File: config.mk
export PLATFORM = sky130hd
export DESIGN_NAME = mkps_scanner
export DESIGN_NICKNAME = d
export VERILOG_FILES = /design/src/design/mkps_pkg.sv /design/src/design/mkps_decode.sv /design/src/design/mkps_scanner.sv
export VERILOG_INCLUDE_DIRS = /design/src /design/src/design
export SDC_FILE = /design/constraint.sdc
export NUM_CORES = 1
export LEC_CHECK = 0
export BUFFER_PORTS_ARGS = -buffer_cell sky130_fd_sc_hd__buf_2
export CORE_ASPECT_RATIO = 0.6
export CORE_MARGIN = 2
export CORE_UTILIZATION = 50
export CTS_CLUSTER_DIAMETER = 80
export CTS_CLUSTER_SIZE = 25
export DETAILED_ROUTE_END_ITERATION = 10
export GPL_TIMING_DRIVEN = 0
export PLACE_DENSITY = 0.7
export SLEW_MARGIN = 5
export SYNTH_ARGS = -nofsm -noshare
export SYNTH_HDL_FRONTEND = slang
export SYNTH_SLANG_ARGS = --single-unit
export TNS_END_PERCENT = 20
File: constraint.sdc
create_clock -name mclk -period 2.74 [get_ports mclk]
set_clock_uncertainty 0.15 [all_clocks]
set_input_delay 0.548 -clock mclk [delete_from_list [all_inputs] [get_ports mclk]]
set_output_delay 0.548 -clock mclk [all_outputs]
set_load 0.02 [all_outputs]
File: src/design/mkps_map.svh
// Constants for the matrix keypad scanner: port layout, timing and reset values
`ifndef MKPS_MAP_SVH
`define MKPS_MAP_SVH
`define MKPS_PORT_W 8
`define MKPS_NCOL 4
`define MKPS_NROW 4
`define MKPS_COL_LSB 0
`define MKPS_ROW_LSB 4
`define MKPS_KEY_W 4
`define MKPS_COL_FIRST 2'h3
`define MKPS_COL_LAST 2'h0
`define MKPS_ROWS_IDLE 4'hF
`define MKPS_SETTLE_NS 1000
`define MKPS_CLK_MHZ 250
`define MKPS_STABLE_SCANS 3
`define MKPS_CNT_W 16
`define MKPS_SCAN_W 8
`endif

File: src/design/mkps_pkg.sv
// Types shared by the matrix keypad scanner
`default_nettype none
package mkps_pkg;
    typedef struct packed {
        logic [3:0] key;
        logic valid;
    } mkps_hit_t;
    typedef struct packed {
        logic [7:0] out;
        logic [7:0] oe;
    } mkps_drive_t;
    typedef enum logic [1:0] {MKPS_SETTLE, MKPS_SAMPLE} mkps_phase_t;
endpackage : mkps_pkg
`default_nettype wire

File: src/design/mkps_decode.sv
// Row decoder: active column and low row lines to a key index
`include "mkps_map.svh"
`default_nettype none
module mkps_decode
    import mkps_pkg::*;
(
    input wire logic [1:0] col,
    input wire logic [3:0] rows_n,
    output mkps_hit_t hit
);
    // Highest row wins when several keys share a column
    always_comb begin
        hit.valid = 1'b0;
        hit.key = 4'h0;
        for (int r = 0; r < `MKPS_NROW; r++) begin
            if (!rows_n[r]) begin
                hit.valid = 1'b1;
                hit.key = {col, r[1:0]};
            end
        end
        if (rows_n == `MKPS_ROWS_IDLE) begin
            hit.valid = 1'b0;
        end
    end
endmodule : mkps_decode
`default_nettype wire

File: src/design/mkps_scanner.sv
// Matrix keypad scanner top: column drive, row sense, debounce and key report
`include "mkps_map.svh"
`default_nettype none
module mkps_scanner
    import mkps_pkg::*;
#(
    parameter int SETTLE_NS = `MKPS_SETTLE_NS,
    parameter int STABLE_SCANS = `MKPS_STABLE_SCANS
) (
    input wire logic mclk,
    input wire logic resetn,
    input wire logic scan_en,
    input wire logic [7:0] gpio_out,
    input wire logic [7:0] gpio_oe,
    input wire logic [7:0] port_in,
    output logic [7:0] port_out,
    output logic [7:0] port_oe,
    output logic [7:0] gpio_in,
    output logic [3:0] key_index,
    output logic key_pressed
);
    // ****************************************
    // Timing
    // ****************************************
    localparam int SETTLE_CYC_RAW = (SETTLE_NS * `MKPS_CLK_MHZ + 999) / 1000;
    localparam int SETTLE_CYC = (SETTLE_CYC_RAW < 1) ? 1 : SETTLE_CYC_RAW;
    localparam logic [`MKPS_CNT_W-1:0] SETTLE_LAST = `MKPS_CNT_W'(SETTLE_CYC - 1);
    localparam logic [`MKPS_SCAN_W-1:0] STABLE_N = `MKPS_SCAN_W'(STABLE_SCANS);

    // ****************************************
    // State
    // ****************************************
    mkps_phase_t phase_q, phase_d;
    logic [1:0] col_q, col_d;
    logic [`MKPS_CNT_W-1:0] cnt_q, cnt_d;
    mkps_hit_t scan_hit_q, scan_hit_d;
    mkps_hit_t last_hit_q, last_hit_d;
    logic [`MKPS_SCAN_W-1:0] same_q, same_d;
    logic [3:0] key_q, key_d;
    logic pressed_q, pressed_d;
    mkps_drive_t drv_q, drv_d;
    logic [7:0] gin_q, gin_d;
    logic [3:0] rows_n;
    mkps_hit_t col_hit;
    mkps_hit_t verdict;

    assign rows_n = port_in[`MKPS_ROW_LSB +: `MKPS_NROW];

    mkps_decode u_decode (
        .col(col_q),
        .rows_n(rows_n),
        .hit(col_hit)
    );

    // ****************************************
    // Pin drive
    // ****************************************
    always_comb begin
        drv_d.out = gpio_out;
        drv_d.oe = gpio_oe;
        gin_d = port_in;
        if (scan_en) begin
            for (int c = 0; c < `MKPS_NCOL; c++) begin
                drv_d.out[`MKPS_COL_LSB + c] = (col_d != c[1:0]);
                drv_d.oe[`MKPS_COL_LSB + c] = 1'b1;
            end
            drv_d.out[`MKPS_ROW_LSB +: `MKPS_NROW] = 4'h0;
            drv_d.oe[`MKPS_ROW_LSB +: `MKPS_NROW] = 4'h0;
        end
    end

    // ****************************************
    // Scan sequencer and debounce
    // ****************************************
    always_comb begin
        phase_d = phase_q;
        col_d = col_q;
        cnt_d = cnt_q;
        scan_hit_d = scan_hit_q;
        last_hit_d = last_hit_q;
        same_d = same_q;
        key_d = key_q;
        pressed_d = pressed_q;
        // Scan result so far, this column included
        verdict = (col_hit.valid && !scan_hit_q.valid) ? col_hit : scan_hit_q;
        if (!scan_en) begin
            phase_d = MKPS_SETTLE;
            col_d = `MKPS_COL_FIRST;
            cnt_d = '0;
            scan_hit_d = '0;
            same_d = '0;
            pressed_d = 1'b0;
        end else begin
            unique case (phase_q)
                MKPS_SETTLE: begin
                    // Rows read only after the column has had time to settle
                    if (cnt_q == SETTLE_LAST) begin
                        phase_d = MKPS_SAMPLE;
                    end else begin
                        cnt_d = cnt_q + 1'b1;
                    end
                end
                MKPS_SAMPLE: begin
                    cnt_d = '0;
                    phase_d = MKPS_SETTLE;
                    // First hit in a scan wins, i.e. the highest key
                    scan_hit_d = verdict;
                    if (col_q == `MKPS_COL_LAST) begin
                        col_d = `MKPS_COL_FIRST;
                        scan_hit_d = '0;
                        // Verdict compared before the scan record is cleared
                        if (verdict.valid && verdict == last_hit_q) begin
                            if (same_q != STABLE_N) begin
                                same_d = same_q + 1'b1;
                            end
                        end else begin
                            same_d = verdict.valid ? `MKPS_SCAN_W'(1) : '0;
                        end
                        last_hit_d = verdict;
                        if (!verdict.valid) begin
                            pressed_d = 1'b0;
                        end else if (same_d >= STABLE_N) begin
                            pressed_d = 1'b1;
                            key_d = last_hit_d.key;
                        end
                    end else begin
                        col_d = col_q - 1'b1;
                    end
                end
                default: begin
                    phase_d = MKPS_SETTLE;
                end
            endcase
        end
    end

    always_ff @(posedge mclk or negedge resetn) begin
        if (!resetn) begin
            phase_q <= MKPS_SETTLE;
            col_q <= `MKPS_COL_FIRST;
            cnt_q <= '0;
            scan_hit_q <= '0;
            last_hit_q <= '0;
            same_q <= '0;
            key_q <= 4'h0;
            pressed_q <= 1'b0;
            drv_q <= '0;
            gin_q <= 8'h00;
        end else begin
            phase_q <= phase_d;
            col_q <= col_d;
            cnt_q <= cnt_d;
            scan_hit_q <= scan_hit_d;
            last_hit_q <= last_hit_d;
            same_q <= same_d;
            key_q <= key_d;
            pressed_q <= pressed_d;
            drv_q <= drv_d;
            gin_q <= gin_d;
        end
    end

    assign port_out = drv_q.out;
    assign port_oe = drv_q.oe;
    assign gpio_in = gin_q;
    assign key_index = key_q;
    assign key_pressed = pressed_q;
endmodule : mkps_scanner
`default_nettype wire

==> flow_summary.json <==
{
  "cts.sinks": 66,
  "std_cell_rows": 22,
  "crit_fanout": 5,
  "synth.distinct_cells": 46,
  "powerDensity_nw_per_um2": 516.0,
  "cp-start-kind": "flop",
  "synth_ff_type": "dfrtp_1",
  "finalCritPeriodShare_pct": 96.19,
  "detail-route-antenna-nets": 0,
  "synthCells": 302,
  "num_vias": 2475,
  "critical_path_required_ns": 2.85,
  "hold_path_class": "primary input to async pin",
  "io_pins": 56,
  "tritoncts": "done",
  "grt_overflow": 0,
  "netlist_area_um2": 3057,
  "finalNetCount": 402,
  "die_w_um": 104.9,
  "totalWireLength_um": 6750,
  "drive_gt1_share_pct": 23.94,
  "placed_area_um2": 3440,
  "rsz0062_at_grt": "false",
  "setup_viol": 0,
  "fin_area_um2": 3665,
  "synth_seq_area_share_pct": 54.11,
  "die-area_um2": 6775,
  "rrSetupSlack_ns": 0.10,
  "slew_viol_final": 0,
  "ys_ff_latch": 66,
  "worstPathArrival_ns": 2.75,
  "yosys_warnings": 0,
  "insertedDiodeCount": 0,
  "tightest_slew_ns": 0.8090,
  "endpoint_kind": "flop",
  "area_delta_synth_final_pct": 19.89,
  "r2r_cells": 7,
  "hold_viol": 0,
  "drv_cap": 0,
  "clk_pin_slew_ns": 0.07,
  "grt_max_degree": 67,
  "layout_common_cells": "dfrtp_1 (62), buf_2 (58), nor2_1 (27)",
  "instances_no_fill": 460,
  "htree_levels": 3,
  "core_um2": 6001,
  "io_buffers": 55,
  "wire_per_inst_um": 14.67,
  "grt_pass1_vias": 2339,
  "dpl.hpwl_um": 4681,
  "drc_errors": 0,
  "syn-num-nets": 333,
  "routed_via_density": 5.380,
  "die_y_um": 64.57,
  "finalSetupTns_ns": 0,
  "layout_commonest_cell": "dfrtp_1",
  "gp_congestion": 0.8375,
  "num-fill-cells": 524,
  "syn_avg_cell_area_um2": 10.12,
  "cts_inserted_buffers": 9,
  "fin_crit_ns": 2.636,
  "dp_slack_ns": 0.07519,
  "maxSlewHeadroom_pct": 46.07,
  "dr.pass1.iters": 4,
  "async_flop_share_pct": 100.0,
  "outcome": "finished clean",
  "critPathKind": "flop to flop",
  "synth-edff-count": 0,
  "leakage_nw": 1.744,
  "clk_latency_ns": 0.34,
  "fin_util_pct": 61.07,
  "grt_use_total_pct": 21.73,
  "fmax_mhz": 379.4,
  "antenna_found_initial": 0,
  "grt_first_pass_wirelength_um": 11300,
  "cts_buffer_depth": 2,
  "ir_drop_v": 0.0002906,
  "worst_slack_ns": 0.1043,
  "clk_root_buffer_cell": "clkbuf_8",
  "dp.cells": 441,
  "initial_core_util_pct": 50.94,
  "r2r_end": "key_index[2]",
  "drt-initial-drc-count": 190,
  "worst_r2r_startpoint": "same_q[6]"
}
-- through the flow --
step	total power [mW]	hold WS [ns]
after floorplan	1.086	0.1024
after global placement	1.157	0.3372
after detailed placement	1.159	0.3539
after CTS	1.917	0.1412
after global routing	1.984	0.1250
final	1.891	0.1496
-- cells in the mapped netlist, types with 2 or more instances --
library cell	instances	area, um^2
nand2b_1	5	31.28
and4_1	3	26.28
nor4_1	3	18.77
dfstp_2	2	52.55
o22a_1	2	17.52
nand4b_1	2	17.52
inv_1	12	45.04
xor2_1	12	105.1
clkbuf_1	5	18.77
a21boi_0	4	30.03
o21ai_0	15	75.07
a21o_1	3	22.52
ha_1	4	50.05
nor2_1	27	101.4
nor3_1	4	20.02
mux2i_1	7	70.07
nor2b_1	14	87.58
xnor2_1	6	52.55
nand3_1	17	85.08
or2_2	5	31.28
buf_2	4	20.02
dfrtp_1	64	1602
nand2_1	25	93.84
a21oi_1	14	70.07
or3_1	3	18.77
a31oi_1	7	43.79
and3_1	5	31.28
nand4_1	7	43.79
nor3b_1	2	15.01
a211oi_1	3	22.52
-- worst max-delay path by stage --
stage,endpoint,cells past startpoint,startpoint,slack [ns]
4_1_cts,key_index[3],7,same_q[4],0.06
3_5_place_dp,key_index[0],7,same_q[4],0.08
3_3_place_gp,key_index[2],7,same_q[4],0.08
5_1_grt,key_index[0],7,same_q[4],0.02
2_1_floorplan,key_index[0],7,same_q[6],0.25
6_report,key_index[2],7,same_q[6],0.10
-- cell families (layout without fill, tap and decap cells) --
| kind of cell | count (synthesis) | after routing | synth area share (%) |
|---|---|---|---|
| AOI/OAI and AO/OA | 57 | 57 | 11.79 |
| adders and majority gates | 4 | 4 | 1.637 |
| xor gates and xnor gates | 18 | 18 | 5.158 |
| DFF | 66 | 66 | 54.11 |
| muxes | 7 | 7 | 2.292 |
| and+or+nand+nor | 128 | 128 | 22.15 |
| buffers and inverters | 22 | 96 | 2.865 |
-- sequential cells by signal (all words and copies together), names as in the netlist --
signal / count
cnt_q: 16
col_q: 2
gpio_in: 8
key_index: 4
key_pressed: 1
last_hit_q: 5
phase_q: 1
port_oe: 8
port_out: 8
same_q: 8
scan_hit_q: 5
-- report_power, final --
part	total [mW]	internal, mW	switching [mW]
combinational	0.135	0.0467	0.0881
clock	0.752	0.402	0.350
sequential	1.00	0.996	0.00898
-- worst max-delay path, stage by stage (launching register included) --
cell,delay (ns)
dfrtp_1,0.43
or4_4,0.56
or3_1,0.35
buf_2,0.16
mux2i_1,0.12
or4_4,0.43
nand3_4,0.15
mux2i_1,0.20
-- metal layers --
metal	GRT usage [%]	vias up	wire, um
li1	-	1206	-
met1	30.93	1161	3347
met2	29.95	96	2710
met3	8.048	12	610
met4	8.667	0	82
met5	0	-	0
-- layout make-up --
class                   instances  area [um^2]  share of cell area (%)
plain buffers                  10        42.54                   1.161
clock buffers                  14        172.7                   4.712
clock inverters                 2        12.51                  0.3414
inverters                      12        45.04                   1.229
multi-input cells             214         1330                   36.29
flip-flops and latches         66         1657                   45.20
well taps                      84        105.1                   2.868
repair buffers                 58        300.3                   8.194
-- timing repair --
action,CTS,global route
resized for setup,0,5
hold endpoints to repair,0,0
setup buffers,0,3
setup endpoints to repair,0,4
hold buffers,0,0
Power figures use the tool's default switching activity.
